File: src/common/ssp_pkg.sv
`default_nettype none
package ssp_pkg;
  // ***************************************
  // sizes
  // ***************************************
  localparam int WORD_W = 16;
  localparam int FIFO_AW = 3;
  localparam logic [3:0] FIFO_FULL = 4'h8;
  localparam logic [3:0] HALF_LEVEL = 4'h4;
  // ***************************************
  // register byte offsets
  // ***************************************
  localparam logic [7:0] OFF_CR0 = 8'h00;
  localparam logic [7:0] OFF_CR1 = 8'h04;
  localparam logic [7:0] OFF_DR = 8'h08;
  localparam logic [7:0] OFF_SR = 8'h0C;
  localparam logic [7:0] OFF_CPSR = 8'h10;
  localparam logic [7:0] OFF_IMSC = 8'h14;
  localparam logic [7:0] OFF_RIS = 8'h18;
  localparam logic [7:0] OFF_MIS = 8'h1C;
  localparam logic [7:0] OFF_ICR = 8'h20;
  // ***************************************
  // field positions
  // ***************************************
  localparam int DSS_LSB = 0;
  localparam int FRF_LSB = 4;
  localparam int CLOCK_POLARITY_BIT = 6;
  localparam int CLOCK_PHASE_BIT = 7;
  localparam int SCR_LSB = 8;
  localparam int SSE_BIT = 1;
  localparam int MS_BIT = 2;
  localparam int SOD_BIT = 3;
  localparam int SR_TFE = 0;
  localparam int SR_TNF = 1;
  localparam int SR_RNE = 2;
  localparam int SR_RFF = 3;
  localparam int SR_BSY = 4;
  localparam int RIS_ROR = 0;
  localparam int RIS_RT = 1;
  localparam int RIS_RX = 2;
  localparam int RIS_TX = 3;
  // ***************************************
  // codes and reset values
  // ***************************************
  localparam logic [1:0] FRF_SPI = 2'h0;
  localparam logic [1:0] FRF_TI = 2'h1;
  localparam logic [3:0] DSS_MIN = 4'h3;
  localparam logic [6:0] PRE_MIN = 7'h01;
  localparam logic [15:0] CR0_RESET = 16'h0000;
  localparam logic [3:0] CR1_RESET = 4'h0;
  localparam logic [7:0] CPSR_RESET = 8'h00;
  localparam logic [3:0] IMSC_RESET = 4'h0;
  localparam logic [1:0] SR_RESET_LOW = 2'h3;
  localparam logic [3:0] RIS_RESET = 4'h8;
  typedef enum logic [1:0] {
    ST_IDLE = 2'b00,
    ST_SETUP = 2'b01,
    ST_SHIFT = 2'b10,
    ST_HOLD = 2'b11
  } ssp_state_e;
endpackage : ssp_pkg
`default_nettype wire

File: src/common/ssp_fifo_if.sv
`timescale 1ns/100ps
`default_nettype none
// fifo push/pop side shared by the port and its queues
interface ssp_fifo_if;
  logic push;
  logic [ssp_pkg::WORD_W-1:0] wdata;
  logic pop;
  logic [ssp_pkg::WORD_W-1:0] rdata;
  logic full;
  logic empty;
  logic [3:0] count;
  modport owner (output push, wdata, pop, input rdata, full, empty, count);
  modport store (input push, wdata, pop, output rdata, full, empty, count);
endinterface : ssp_fifo_if
`default_nettype wire

File: src/hw/ssp_port.sv
// The Wishbone register port was left to the implementer.
`timescale 1ns/100ps
`default_nettype none
module ssp_port (
  input wire logic clk_i, // 40 MHz clock
  input wire logic rst_i, // sync reset, high
  input wire logic wb_cyc_i, // bus cycle
  input wire logic wb_stb_i, // strobe
  input wire logic wb_we_i, // write enable
  input wire logic [7:0] wb_adr_i, // byte address
  input wire logic [3:0] wb_sel_i, // byte lanes
  input wire logic [31:0] wb_dat_i, // write data
  output logic [31:0] wb_dat_o, // read data
  output logic wb_ack_o, // one-cycle ack
  input wire logic serial_clock_pin_i, // clock from master
  output logic serial_clock_pin_o, // clock as master
  output logic serial_clock_pin_oe_o, // clock drive enable
  input wire logic select_pin_i, // select from master
  output logic select_pin_o, // select as master
  output logic select_pin_oe_o, // select drive enable
  input wire logic miso_i, // master-in line level
  output logic miso_o, // slave data out
  output logic miso_oe_o, // slave data enable
  input wire logic mosi_i, // master-out line level
  output logic mosi_o, // master data out
  output logic mosi_oe_o // master data enable
);
  // ***************************************
  // declarations
  // ***************************************
  ssp_fifo_if tx_q ();
  ssp_fifo_if rx_q ();
  logic [15:0] cr0;
  logic [3:0] cr1;
  logic [7:0] cpsr;
  logic [3:0] imsc;
  logic ror;
  logic [3:0] data_size_select;
  logic [1:0] frame_format;
  logic [7:0] clock_rate_field;
  logic port_en;
  logic slave_mode;
  logic slave_od;
  logic mst_en;
  logic eff_clock_polarity;
  logic eff_clock_phase;
  logic sel_act;
  logic bus_req;
  logic bus_wr;
  logic bus_rd;
  logic [31:0] wmask;
  logic [31:0] rdata;
  logic [4:0] status;
  logic [3:0] ris;
  ssp_pkg::ssp_state_e state;
  logic [6:0] pre_lim;
  logic [6:0] pre_cnt;
  logic [7:0] scr_cnt;
  logic half_tick;
  logic [4:0] hcnt;
  logic m_cap;
  logic [15:0] txsr;
  logic [15:0] rxsr;
  logic mst_load;
  logic mst_done;
  logic slv_sel;
  logic slv_sel_q;
  logic sclk_prev;
  logic slv_edge;
  logic s_cap;
  logic [4:0] bits;
  logic [15:0] stx;
  logic [15:0] srx;
  logic slv_done;
  logic slv_start;
  logic [15:0] tx_word;

  // ***************************************
  // queues
  // ***************************************
  ssp_fifo u_tx (
    .clk_i(clk_i),
    .rst_i(rst_i),
    .port(tx_q.store)
  );
  ssp_fifo u_rx (
    .clk_i(clk_i),
    .rst_i(rst_i),
    .port(rx_q.store)
  );

  // ***************************************
  // control decode
  // ***************************************
  // clamp unsupported sizes
  assign data_size_select = (cr0[ssp_pkg::DSS_LSB +: 4] < ssp_pkg::DSS_MIN) ?
               ssp_pkg::DSS_MIN : cr0[ssp_pkg::DSS_LSB +: 4];
  assign frame_format = cr0[ssp_pkg::FRF_LSB +: 2];
  assign clock_rate_field = cr0[ssp_pkg::SCR_LSB +: 8];
  assign port_en = cr1[ssp_pkg::SSE_BIT];
  assign slave_mode = cr1[ssp_pkg::MS_BIT];
  assign slave_od = cr1[ssp_pkg::SOD_BIT];
  assign mst_en = port_en & ~slave_mode;
  assign eff_clock_polarity = (frame_format == ssp_pkg::FRF_SPI) ? cr0[ssp_pkg::CLOCK_POLARITY_BIT] : 1'h0;
  assign eff_clock_phase = (frame_format == ssp_pkg::FRF_SPI) ? cr0[ssp_pkg::CLOCK_PHASE_BIT] :
                    (frame_format == ssp_pkg::FRF_TI);
  assign sel_act = (frame_format == ssp_pkg::FRF_TI);

  // ***************************************
  // bus slave
  // ***************************************
  // request is taken once; ack drops the cycle after
  assign bus_req = wb_cyc_i & wb_stb_i & ~wb_ack_o;
  assign bus_wr = bus_req & wb_we_i;
  assign bus_rd = bus_req & ~wb_we_i;

  // byte lane mask
  for (genvar g = 0; g < 4; g++) begin : g_lane
    assign wmask[8*g +: 8] = {8{wb_sel_i[g]}};
  end

  // ack and read data, both registered
  always_ff @(posedge clk_i) begin
    if (rst_i) begin
      wb_ack_o <= 1'h0;
      wb_dat_o <= 32'h0;
    end else begin
      wb_ack_o <= bus_req;
      if (bus_rd) begin
        wb_dat_o <= rdata;
      end
    end
  end

  always_ff @(posedge clk_i) begin
    if (rst_i) begin
      cr0 <= ssp_pkg::CR0_RESET;
      cr1 <= ssp_pkg::CR1_RESET;
      cpsr <= ssp_pkg::CPSR_RESET;
      imsc <= ssp_pkg::IMSC_RESET;
    end else if (bus_wr) begin
      // byte lanes merged per register, unused upper bits dropped
      if (wb_adr_i == ssp_pkg::OFF_CR0) begin
        cr0 <= (cr0 & ~wmask[15:0]) | (wb_dat_i[15:0] & wmask[15:0]);
      end
      if (wb_adr_i == ssp_pkg::OFF_CR1) begin
        cr1 <= (cr1 & ~wmask[3:0]) | (wb_dat_i[3:0] & wmask[3:0]);
      end
      if (wb_adr_i == ssp_pkg::OFF_CPSR) begin
        cpsr <= (cpsr & ~wmask[7:0]) | (wb_dat_i[7:0] & wmask[7:0]);
      end
      if (wb_adr_i == ssp_pkg::OFF_IMSC) begin
        imsc <= (imsc & ~wmask[3:0]) | (wb_dat_i[3:0] & wmask[3:0]);
      end
    end
  end

  // status and raw interrupt view
  always_comb begin
    status = 5'h00;
    status[ssp_pkg::SR_TFE] = tx_q.empty;
    status[ssp_pkg::SR_TNF] = ~tx_q.full;
    status[ssp_pkg::SR_RNE] = ~rx_q.empty;
    status[ssp_pkg::SR_RFF] = rx_q.full;
    status[ssp_pkg::SR_BSY] = (state != ssp_pkg::ST_IDLE) | slv_sel_q;
    ris = 4'h0;
    ris[ssp_pkg::RIS_ROR] = ror;
    ris[ssp_pkg::RIS_RX] = (rx_q.count >= ssp_pkg::HALF_LEVEL);
    ris[ssp_pkg::RIS_TX] = (tx_q.count <= ssp_pkg::HALF_LEVEL);
  end

  // read mux; unmapped and clear register read zero
  always_comb begin
    case (wb_adr_i)
      ssp_pkg::OFF_CR0: rdata = {16'h0, cr0};
      ssp_pkg::OFF_CR1: rdata = {28'h0, cr1};
      // empty queue reads zero, never stale or unwritten storage
      ssp_pkg::OFF_DR: rdata = rx_q.empty ? 32'h0 : {16'h0, rx_q.rdata};
      ssp_pkg::OFF_SR: rdata = {27'h0, status};
      ssp_pkg::OFF_CPSR: rdata = {24'h0, cpsr};
      ssp_pkg::OFF_IMSC: rdata = {28'h0, imsc};
      ssp_pkg::OFF_RIS: rdata = {28'h0, ris};
      ssp_pkg::OFF_MIS: rdata = {28'h0, ris & imsc};
      default: rdata = 32'h0;
    endcase
  end

  // data register feeds and drains queues
  assign tx_q.push = bus_wr & (wb_adr_i == ssp_pkg::OFF_DR) & (|wb_sel_i[1:0]);
  assign tx_q.wdata = wb_dat_i[15:0];
  assign rx_q.pop = bus_rd & (wb_adr_i == ssp_pkg::OFF_DR);

  // overrun latch; a new overrun beats a clear in the same cycle
  always_ff @(posedge clk_i) begin
    if (rst_i) begin
      ror <= 1'h0;
    end else if (rx_q.push & rx_q.full) begin
      ror <= 1'h1;
    end else if (bus_wr & (wb_adr_i == ssp_pkg::OFF_ICR) & wb_sel_i[0]
                 & wb_dat_i[ssp_pkg::RIS_ROR]) begin
      ror <= 1'h0;
    end
  end

  // ***************************************
  // bit clock generator
  // ***************************************
  // odd divisors behave as the next lower even one
  assign pre_lim = (cpsr[7:1] == 7'h00) ? ssp_pkg::PRE_MIN : cpsr[7:1];
  // half bit is divisor/2 times rate+1
  assign half_tick = (state != ssp_pkg::ST_IDLE) & (pre_cnt == pre_lim - 7'h01)
                     & (scr_cnt == clock_rate_field);

  always_ff @(posedge clk_i) begin
    if (rst_i || state == ssp_pkg::ST_IDLE) begin
      pre_cnt <= 7'h00;
      scr_cnt <= 8'h00;
    end else if (pre_cnt == pre_lim - 7'h01) begin
      pre_cnt <= 7'h00;
      scr_cnt <= (scr_cnt == clock_rate_field) ? 8'h00 : scr_cnt + 8'h01;
    end else begin
      pre_cnt <= pre_cnt + 7'h01;
    end
  end

  // ***************************************
  // master engine
  // ***************************************
  assign mst_load = (state == ssp_pkg::ST_IDLE) & mst_en & ~tx_q.empty;
  assign mst_done = (state == ssp_pkg::ST_HOLD) & half_tick;
  // even half bits leave idle level
  assign m_cap = ~hcnt[0] ^ eff_clock_phase;

  always_ff @(posedge clk_i) begin
    if (rst_i) begin
      state <= ssp_pkg::ST_IDLE;
      hcnt <= 5'h00;
      txsr <= 16'h0000;
      rxsr <= 16'h0000;
      serial_clock_pin_o <= 1'h0;
      select_pin_o <= 1'h1;
      mosi_o <= 1'h0;
    end else begin
      case (state)
        ssp_pkg::ST_IDLE: begin
          serial_clock_pin_o <= eff_clock_polarity;
          select_pin_o <= ~sel_act;
          hcnt <= 5'h00;
          if (mst_load) begin
            txsr <= tx_q.rdata;
            rxsr <= 16'h0000;
            mosi_o <= tx_q.rdata[data_size_select];
            select_pin_o <= sel_act;
            state <= ssp_pkg::ST_SETUP;
          end
        end
        ssp_pkg::ST_SETUP: begin
          if (half_tick) begin
            state <= ssp_pkg::ST_SHIFT;
            if (frame_format == ssp_pkg::FRF_TI) begin
              select_pin_o <= ~sel_act;
            end
          end
        end
        ssp_pkg::ST_SHIFT: begin
          if (half_tick) begin
            serial_clock_pin_o <= ~serial_clock_pin_o;
            hcnt <= hcnt + 5'h01;
            if (m_cap) begin
              rxsr <= {rxsr[14:0], miso_i};
            end else if (hcnt != 5'h00) begin
              txsr <= {txsr[14:0], 1'h0};
              mosi_o <= txsr[data_size_select - 4'h1];
            end
            if (hcnt == {data_size_select, 1'h1}) begin
              state <= ssp_pkg::ST_HOLD;
            end
          end
        end
        ssp_pkg::ST_HOLD: begin
          if (half_tick) begin
            select_pin_o <= ~sel_act;
            state <= ssp_pkg::ST_IDLE;
          end
        end
        default: state <= ssp_pkg::ST_IDLE;
      endcase
    end
  end

  // master pins driven only in master mode
  always_ff @(posedge clk_i) begin
    if (rst_i) begin
      serial_clock_pin_oe_o <= 1'h0;
      select_pin_oe_o <= 1'h0;
      mosi_oe_o <= 1'h0;
    end else begin
      serial_clock_pin_oe_o <= mst_en;
      select_pin_oe_o <= mst_en;
      mosi_oe_o <= mst_en;
    end
  end

  // ***************************************
  // slave engine
  // ***************************************
  // select qualifies master data
  assign slv_sel = port_en & slave_mode & (select_pin_i == sel_act);
  assign slv_edge = serial_clock_pin_i != sclk_prev;
  assign s_cap = (serial_clock_pin_i != eff_clock_polarity) ^ eff_clock_phase;
  assign slv_done = slv_sel & slv_sel_q & slv_edge & s_cap & (bits == {1'h0, data_size_select});
  assign slv_start = slv_sel & (~slv_sel_q | slv_done);
  // an empty queue sends zeros rather than stalling the master
  assign tx_word = tx_q.empty ? 16'h0000 : tx_q.rdata;
  assign tx_q.pop = mst_load | (slv_start & ~tx_q.empty);

  // receive queue fed by either engine
  assign rx_q.push = mst_done | slv_done;
  assign rx_q.wdata = mst_done ? rxsr : {srx[14:0], mosi_i};

  // slave times data from master clock
  always_ff @(posedge clk_i) begin
    if (rst_i) begin
      sclk_prev <= 1'h0;
      slv_sel_q <= 1'h0;
      bits <= 5'h00;
      stx <= 16'h0000;
      srx <= 16'h0000;
      miso_o <= 1'h0;
    end else begin
      sclk_prev <= serial_clock_pin_i;
      slv_sel_q <= slv_sel;
      if (!slv_sel) begin
        bits <= 5'h00;
      end else if (slv_start) begin
        bits <= 5'h00;
        stx <= tx_word;
        srx <= 16'h0000;
        miso_o <= tx_word[data_size_select];
      end else if (slv_edge) begin
        if (s_cap) begin
          srx <= {srx[14:0], mosi_i};
          bits <= bits + 5'h01;
        end else if (bits != 5'h00) begin
          stx <= {stx[14:0], 1'h0};
          miso_o <= stx[data_size_select - 4'h1];
        end
      end
    end
  end

  always_ff @(posedge clk_i) begin
    if (rst_i) begin
      miso_oe_o <= 1'h0;
    end else begin
      miso_oe_o <= slv_sel & ~slave_od;
    end
  end

  // ***************************************
  // checks
  // ***************************************
  // idle clock level
  clk_idle_a:
    assert property (@(posedge clk_i) disable iff (rst_i)
      (state == ssp_pkg::ST_IDLE) |=> (serial_clock_pin_o == $past(eff_clock_polarity)))
    else $error("clock not at idle level");
  clk_quiet_a:
    assert property (@(posedge clk_i) disable iff (rst_i)
      (state == ssp_pkg::ST_SETUP || state == ssp_pkg::ST_HOLD)
      |=> $stable(serial_clock_pin_o))
    else $error("clock toggled outside frame");
  sel_frame_a:
    assert property (@(posedge clk_i) disable iff (rst_i)
      (state == ssp_pkg::ST_SHIFT && frame_format == ssp_pkg::FRF_SPI) |-> !select_pin_o)
    else $error("select not asserted in frame");
  mst_sample_a:
    assert property (@(posedge clk_i) disable iff (rst_i)
      (state == ssp_pkg::ST_SHIFT && half_tick && m_cap) |=> (rxsr[0] == $past(miso_i)))
    else $error("master-in bit not captured");
  slv_sample_a:
    assert property (@(posedge clk_i) disable iff (rst_i)
      (slv_sel && !slv_start && slv_edge && s_cap) |=> (srx[0] == $past(mosi_i)))
    else $error("master-out bit not captured");
  miso_release_a:
    assert property (@(posedge clk_i) disable iff (rst_i)
      !slv_sel |=> !miso_oe_o)
    else $error("master-in driven while unselected");
  mosi_drive_a:
    assert property (@(posedge clk_i) disable iff (rst_i)
      mst_en ##1 mst_en |-> mosi_oe_o && serial_clock_pin_oe_o)
    else $error("master lines not driven");
  tx_push_a:
    assert property (@(posedge clk_i) disable iff (rst_i)
      (tx_q.push && !tx_q.full && !tx_q.pop) |=> (tx_q.count == $past(tx_q.count) + 4'h1))
    else $error("data write not queued");
  reset_view_a:
    assert property (@(posedge clk_i) disable iff (rst_i)
      $past(rst_i) |-> (status[1:0] == ssp_pkg::SR_RESET_LOW && ris == ssp_pkg::RIS_RESET))
    else $error("wrong status after reset");
  mis_read_a:
    assert property (@(posedge clk_i) disable iff (rst_i)
      (bus_rd && wb_adr_i == ssp_pkg::OFF_MIS) |=> (wb_dat_o[3:0] == $past(ris & imsc)))
    else $error("masked status wrong");
  frame_len_a:
    assert property (@(posedge clk_i) disable iff (rst_i)
      (state == ssp_pkg::ST_SHIFT) |-> (hcnt <= {data_size_select, 1'h1}))
    else $error("frame longer than size");
endmodule : ssp_port
`default_nettype wire

File: src/hw/ssp_fifo.sv
`timescale 1ns/100ps
`default_nettype none
module ssp_fifo (
  input wire logic clk_i, // system clock
  input wire logic rst_i, // synchronous reset
  ssp_fifo_if.store port // queue access
);
  logic [ssp_pkg::WORD_W-1:0] mem [0:(1<<ssp_pkg::FIFO_AW)-1];
  logic [ssp_pkg::FIFO_AW-1:0] wr_ptr;
  logic [ssp_pkg::FIFO_AW-1:0] rd_ptr;
  logic [3:0] count;
  logic do_push;
  logic do_pop;

  // overfull pushes and empty pops are dropped silently
  assign do_push = port.push & ~port.full;
  assign do_pop = port.pop & ~port.empty;

  // storage, no reset needed
  always_ff @(posedge clk_i) begin
    if (do_push) begin
      mem[wr_ptr] <= port.wdata;
    end
  end

  // pointers and fill level
  always_ff @(posedge clk_i) begin
    if (rst_i) begin
      wr_ptr <= '0;
      rd_ptr <= '0;
      count <= 4'h0;
    end else begin
      if (do_push) begin
        wr_ptr <= wr_ptr + 3'h1;
      end
      if (do_pop) begin
        rd_ptr <= rd_ptr + 3'h1;
      end
      if (do_push & ~do_pop) begin
        count <= count + 4'h1;
      end else if (do_pop & ~do_push) begin
        count <= count - 4'h1;
      end
    end
  end

  // head word is visible without a pop
  assign port.rdata = mem[rd_ptr];
  assign port.full = (count == ssp_pkg::FIFO_FULL);
  assign port.empty = (count == 4'h0);
  assign port.count = count;
endmodule : ssp_fifo
`default_nettype wire

File: config.mk
export PLATFORM = sky130hd
export DESIGN_NAME = ssp_port
export DESIGN_NICKNAME = d
export VERILOG_FILES = /design/src/common/ssp_pkg.sv /design/src/common/ssp_fifo_if.sv /design/src/hw/ssp_port.sv /design/src/hw/ssp_fifo.sv
export SDC_FILE = /design/constraint.sdc
export NUM_CORES = 1
export LEC_CHECK = 0
export CAP_MARGIN = 20
export CORE_MARGIN = 4
export CORE_UTILIZATION = 45
export CTS_CLUSTER_DIAMETER = 100
export DETAILED_ROUTE_END_ITERATION = 6
export DONT_BUFFER_PORTS = 1
export PLACE_DENSITY = 0.56
export SYNTH_ARGS = -nofsm -noshare
export SYNTH_HDL_FRONTEND = slang
export SYNTH_HIERARCHICAL = 1
export SYNTH_SLANG_ARGS = --single-unit
export TNS_END_PERCENT = 20
File: constraint.sdc
create_clock -name clk_i -period 6.25 [get_ports clk_i]
set_input_delay 0.3125 -clock clk_i [delete_from_list [all_inputs] [get_ports clk_i]]
set_output_delay 0.3125 -clock clk_i [all_outputs]
set_load 0.03 [all_outputs]
* After elaboration in Yosys (flattened, before gate mapping)
Memory sizes are Yosys's and may differ from the RTL's. A register that Yosys moved wholly into a read port is not among the register bits.
Index checks and enable logic that the tools add are counted.
** Word-level totals
- Flip-flop bits (word level) :: 184
- Bits in writable memories :: 256
- Input bits :: 53
- Output and inout bits :: 41
- Word-level logic and storage cells :: 258
- Memories kept :: 2
** Operators by class
- Add/subtract/negate cells :: 14
- Magnitude comparators :: 5
- Eq/ne operators :: 31
- Multiplexer cells :: 71
- Bitwise operators :: 72
- Reduce and logical (&&, ||, !) cells :: 33
** Memory list
- u_rx.mem :: words 8, bits a word 16, read ports 1, clocked after Yosys merged registers in 1, write ports 1, RTL line ssp_fifo.sv:8 : logic [ssp_pkg::WORD_W-1:0] mem [0:(1<<ssp_pkg::FIFO_AW)-1];
- u_tx.mem :: words 8, bits a word 16, read ports 1, clocked after Yosys merged registers in 1, write ports 1, RTL line ssp_fifo.sv:8
** Operator list (number)
- 2-to-1 mux 16 bit :: 14
- case mux 16 bit (8 select lines) :: 1
- case mux 16 bit (2 select lines) :: 2
- 2-to-1 mux 15 bit :: 3
- bitwise AND 1 bit :: 34
- bitwise AND 16 bit :: 2
- equality test 8 x 5 -> 1 bit, second input constant :: 4
- 2-to-1 mux 1 bit :: 25
- 2-to-1 mux 4 bit :: 5
- inequality test 2 bit, second input constant :: 9
- NOT 1 bit :: 17
- bitwise AND 4 bit :: 4
- bitwise AND 8 bit :: 2
- binary-select mux 1 bit (select 4 bit) :: 4
- equality test 8 x 4 -> 1 bit, second input constant :: 2
- NOT 16 bit :: 1
- OR 16 bit :: 1
- nonzero test 2 bit :: 8
- adder 3 x 1 -> 3 bit, second input constant :: 4
- 2-to-1 mux 3 bit :: 4
- AND reduction 2 bit :: 6
- AND reduction 4 bit :: 3
- subtractor 4 x 1 -> 4 bit, second input constant :: 3
- adder 5 x 1 -> 5 bit, second input constant :: 2
- 45 further kinds :: 66

* Longest topological paths before layout
- Depth after elaboration :: 15
- Depth in mapped cells :: 19
- Mapped depth without buffers :: 17

* Hierarchy
The synthesis kept the hierarchy.
** By module, submodules not included
- ssp_fifo :: instances 2, cells each 258, area an instance 5581.6 um^2, sequential area each 4103.9 um^2
- ssp_port :: instances 1, cells each 910, area an instance 8032.7 um^2, sequential area each 2962.8 um^2

* Worst setup path after synthesis
No wires, ideal clock.
- Path kind :: reg2reg
- From :: register with a tool-made name
- To :: memory u_rx/mem[0][0] in the netlist's numbering, enable pin
- Data arrival time :: 4.210 ns
- Data required time :: 5.820 ns
- Slack :: 1.609 ns
- Cell stages (with the launch flop) :: 13
- Path buffers :: 2
- Cells stage by stage :: dfxtp_1 > buf_6 > nor4_1 > a21oi_1 > ha_1 > xor2_1 > nand2_1 > a211oi_4 > o2111ai_4 > buf_2 > o21ai_0 > nand2_4 > nor4_1
** RTL lines (RTL line)
- end, declared :: ssp_fifo.sv:8

==> impl_metrics.csv <==
group,metric,value,unit
die,fp.dieW,215,um
route,drtIter0Drc,833,
die,die_area,46000,um^2
synth,synth_edf_count,256,
synth,seq_area_frac_synth,58.2,%
route,firstDrtPassIters,5,
job,max-cap-violations,0,
route,ant_nets,0,
grt,grt.met1_usage,26.2,%
setup_path,crit_top_cell,"inv_1",
synth,ys_ff_latch,430,
synth,ys.flop_type,"edfxtp_1",
timing,rsz0062_at_grt,"false",
synth,async_flop_share,0,%
timing,timing.final.crit_period,4.68,ns
power_and_ir_drop,p_total,5.80,mW
place,dp_hpwl,29.6,mm
layout,num_antenna_cells,0,
route,vias,11600,
synth,netlist_area,19200,um^2
layout,drive_gt1_share,15.4,%
status,status,"complete, no violations",
die,die_h,215,um
place,finalWeightedCongestion,0.799,
grt,antenna_found_initial,0,
grt,met2_usage,33.2,%
setup_path,critPathArrivalTime,5.14,ns
setup_path,path_cells,"inv_1 -> o21ai_1 -> inv_1 -> xnor2_1 -> nor4_1 -> a31oi_1 -> o21ai_0 -> o41ai_4 -> ha_1 -> inv_1 -> ha_1 -> a21oi_1 -> a211oi_1 -> a31oi_1 -> mux2_2",
synth,ys_types,79,
grt,busiest_layer,"met2",
die,io_pins,94,
setup_path,worstPathMaxFanout,14,
timing,hold_viol,0,
timing,fin_worst_skew,0.0162,ns
route,finalWirelength,45.8,mm
min_path,holdCritStartpoint,"rst_i",
power_and_ir_drop,clkPwrFrac,47.1,%
layout,layout_commonest_cell,"edfxtp_1",
clocking,cts.path.max_buffers,3,
place,port_buffers,0,
timing,drv_slew,0,
setup_path,worstSetupStartpointType,"flop",
layout,utilization,51.2,%
power_and_ir_drop,switching_power,1.18,mW
timing,worst_slew_pin_slew,1.07,ns
grt,globalRoute.totalOverflow,0,
layout,nets,1521,
timing,post-route-period-util,74.9,%
min_path,hp-class,"in -> reg",
power_and_ir_drop,intPower,4.62,mW
clocking,cts_setup_buffers,0,
setup_path,cp_slowest_cell,"dfxtp_1",
timing,fin_setup_tns,0,ns
synth,synthCells,1426,
layout,final_cell_mix,"256 x edfxtp_1, 171 x dfxtp_1, 119 x nor2_1, 84 x nand2_1, 61 x mux2i_1",
synth,syn_avg_cell_area,13.5,um^2
clocking,cts_resized,0,
power_and_ir_drop,vdd_drop_max,0.000224,V
clocking,clockRootBuffer,"clkbuf_16",
clocking,cts_tree,"yes",
timing,timing.fmax,0.214,GHz
clocking,clk-insertion-delay-late,0.58,ns
route,via_per_inst,5.76,
setup_path,required,6.71,ns
setup_path,worst_setup_path_end_kind,"flop",
route,wl_per_cell,22.7,um
power_and_ir_drop,swShare,20.4,%
clocking,clock-sinks,430,
setup_path,cp_slowest_stage_delay,0.64,ns
timing,slew_headroom,28.8,%
layout,fillerInstances,3574,
die,rows,75,
grt,grt_pass1_vias,11400,
power_and_ir_drop,pwr_density_cell,269,nW/um^2
grt,met3_usage,2.96,%
route,route.detailed.drc,0,
die,coreArea,42000,um^2
synth,ys_warn_count,6,
clocking,numCtsBuffers,46,
setup_path,critical_path_class,"reg -> reg",
grt,grt_max_degree,114,
layout,area_growth,12.2,%
grt,grt_util_all_layers,19.6,%
power_and_ir_drop,p_leak,7.80,nW
clocking,clk_pin_slew_worst_paths,0.06,ns
setup_path,critPathBufInv,3,
grt,grt_pass1_wl,69.8,mm
timing,setup_violations,0,
setup_path,cp_top_family,"compound AO/OA/AOI/OAI gates",
clocking,htreeDepth,2,
power_and_ir_drop,p_seq_share,51.5,%
timing,hold_ws,0.0759,ns
power_and_ir_drop,comb_power_share,1.4,%
die,initial_utilization,45.7,%
final cells by class:
type / instances / area, um^2 / area share [%]
sequential: 430 / 11200 / 51.9
multi-input combinational: 877 / 7520 / 34.9
clock buffer: 61 / 1360 / 6.33
tap: 539 / 674 / 3.13
timing repair buffer: 56 / 505 / 2.35
clock inverter: 25 / 181 / 0.842
inverter: 33 / 124 / 0.575
logic make-up after synthesis:
logic type	count (synthesis)	synth area share [%]
buffers and inverters	134	3.38
adders and majority gates	24	1.64
and+or+nand+nor	381	9.74
other	1	0.0195
DFF	430	58.2
muxes	190	16.2
xor gates and xnor gates	51	2.48
AOI/OAI and AO/OA	215	8.36
cell usage after synthesis (17+ instances only):
master / instances / area share (%)
o311a_1: 17 / 0.89
clkbuf_1: 55 / 1.1
nor3_1: 40 / 1.0
nand3_1: 40 / 1.0
buf_4: 18 / 0.70
mux4_1: 56 / 7.7
xor2_1: 21 / 0.96
dfxtp_1: 174 / 18
xnor2_1: 28 / 1.3
mux2_2: 55 / 3.2
ha_1: 22 / 1.4
edfxtp_1: 256 / 40
mux2i_1: 61 / 3.2
o21ai_0: 45 / 1.2
a22oi_1: 28 / 1.1
a21oi_1: 33 / 0.86
nand2_1: 84 / 1.6
inv_1: 33 / 0.65
nor2_1: 120 / 2.3
mux4_2: 18 / 2.1
stage by stage:
stage	std cells	setup WS, ns	instance area (um^2)
detailed placement	1908	1.53	19700
global route	2021	1.18	21500
finish	2021	1.57	21500
floorplan	1441	1.61	19300
CTS	2018	1.52	21500
global placement	1908	1.71	19700
power by group through the flow:
stage / Combinational [mW] / Sequential (mW) / Clock [mW]
global route: 0.0892 / 2.98 / 2.92
CTS: 0.0827 / 2.99 / 2.81
floorplan: 0.0521 / 3.05 / 0
detailed placement: 0.0380 / 3.05 / 0
global placement: 0.0379 / 3.05 / 0
finish: 0.0830 / 2.99 / 2.73
worst reg2reg max path: stages (launching register included):
cell and delay, ns:
dfxtp_1 0.64, inv_1 0.25, o21ai_1 0.32, inv_1 0.23, xnor2_1 0.19, nor4_1 0.42, a31oi_1 0.20, o21ai_0 0.59
o41ai_4 0.24, ha_1 0.26, inv_1 0.14, ha_1 0.29, a21oi_1 0.19, a211oi_1 0.10, a31oi_1 0.16, mux2_2 0.35
routing by layer:
layer	vias up	routed length (um)
met5	-	0
met4	0	1030
met3	62	1910
met2	223	22700
met1	5859	20100
li1	5502	-
path summary, 6_finish.rpt:
path	endpoint	slack [ns]	cells after the start
setup / recovery	u_tx/port.count[3]$_SDFFE_PP0P_	1.57	15
hold / removal	hcnt[2]$_SDFFE_PP0P_	0.08	3
hold reg to reg	ror$_SDFFE_PP0P_	0.46	2
setup reg to reg	u_tx/port.count[3]$_SDFFE_PP0P_	1.57	15
registers in the layout (all words and copies together), names as in the netlist, 2 cells and up, named ones only:
register and cells:
wb_dat_o 16, u_tx/wr_ptr 3, bits 5, pre_cnt 7
u_tx/port.count 4, scr_cnt 8, u_rx/mem 128, u_rx/wr_ptr 3
u_rx/rd_ptr 3, hcnt 5, txsr 16, srx 15
u_tx/rd_ptr 3, rxsr 16, u_tx/mem 128, u_rx/port.count 4
stx 16, state 2
what timing repair did:
action / in CTS / in global routing
endpoints found under the hold margin: 245 / 0
hold buffers: 24 / 0
endpoints found under the setup margin: 0 / 0
(Power assumes the default switching activity.)
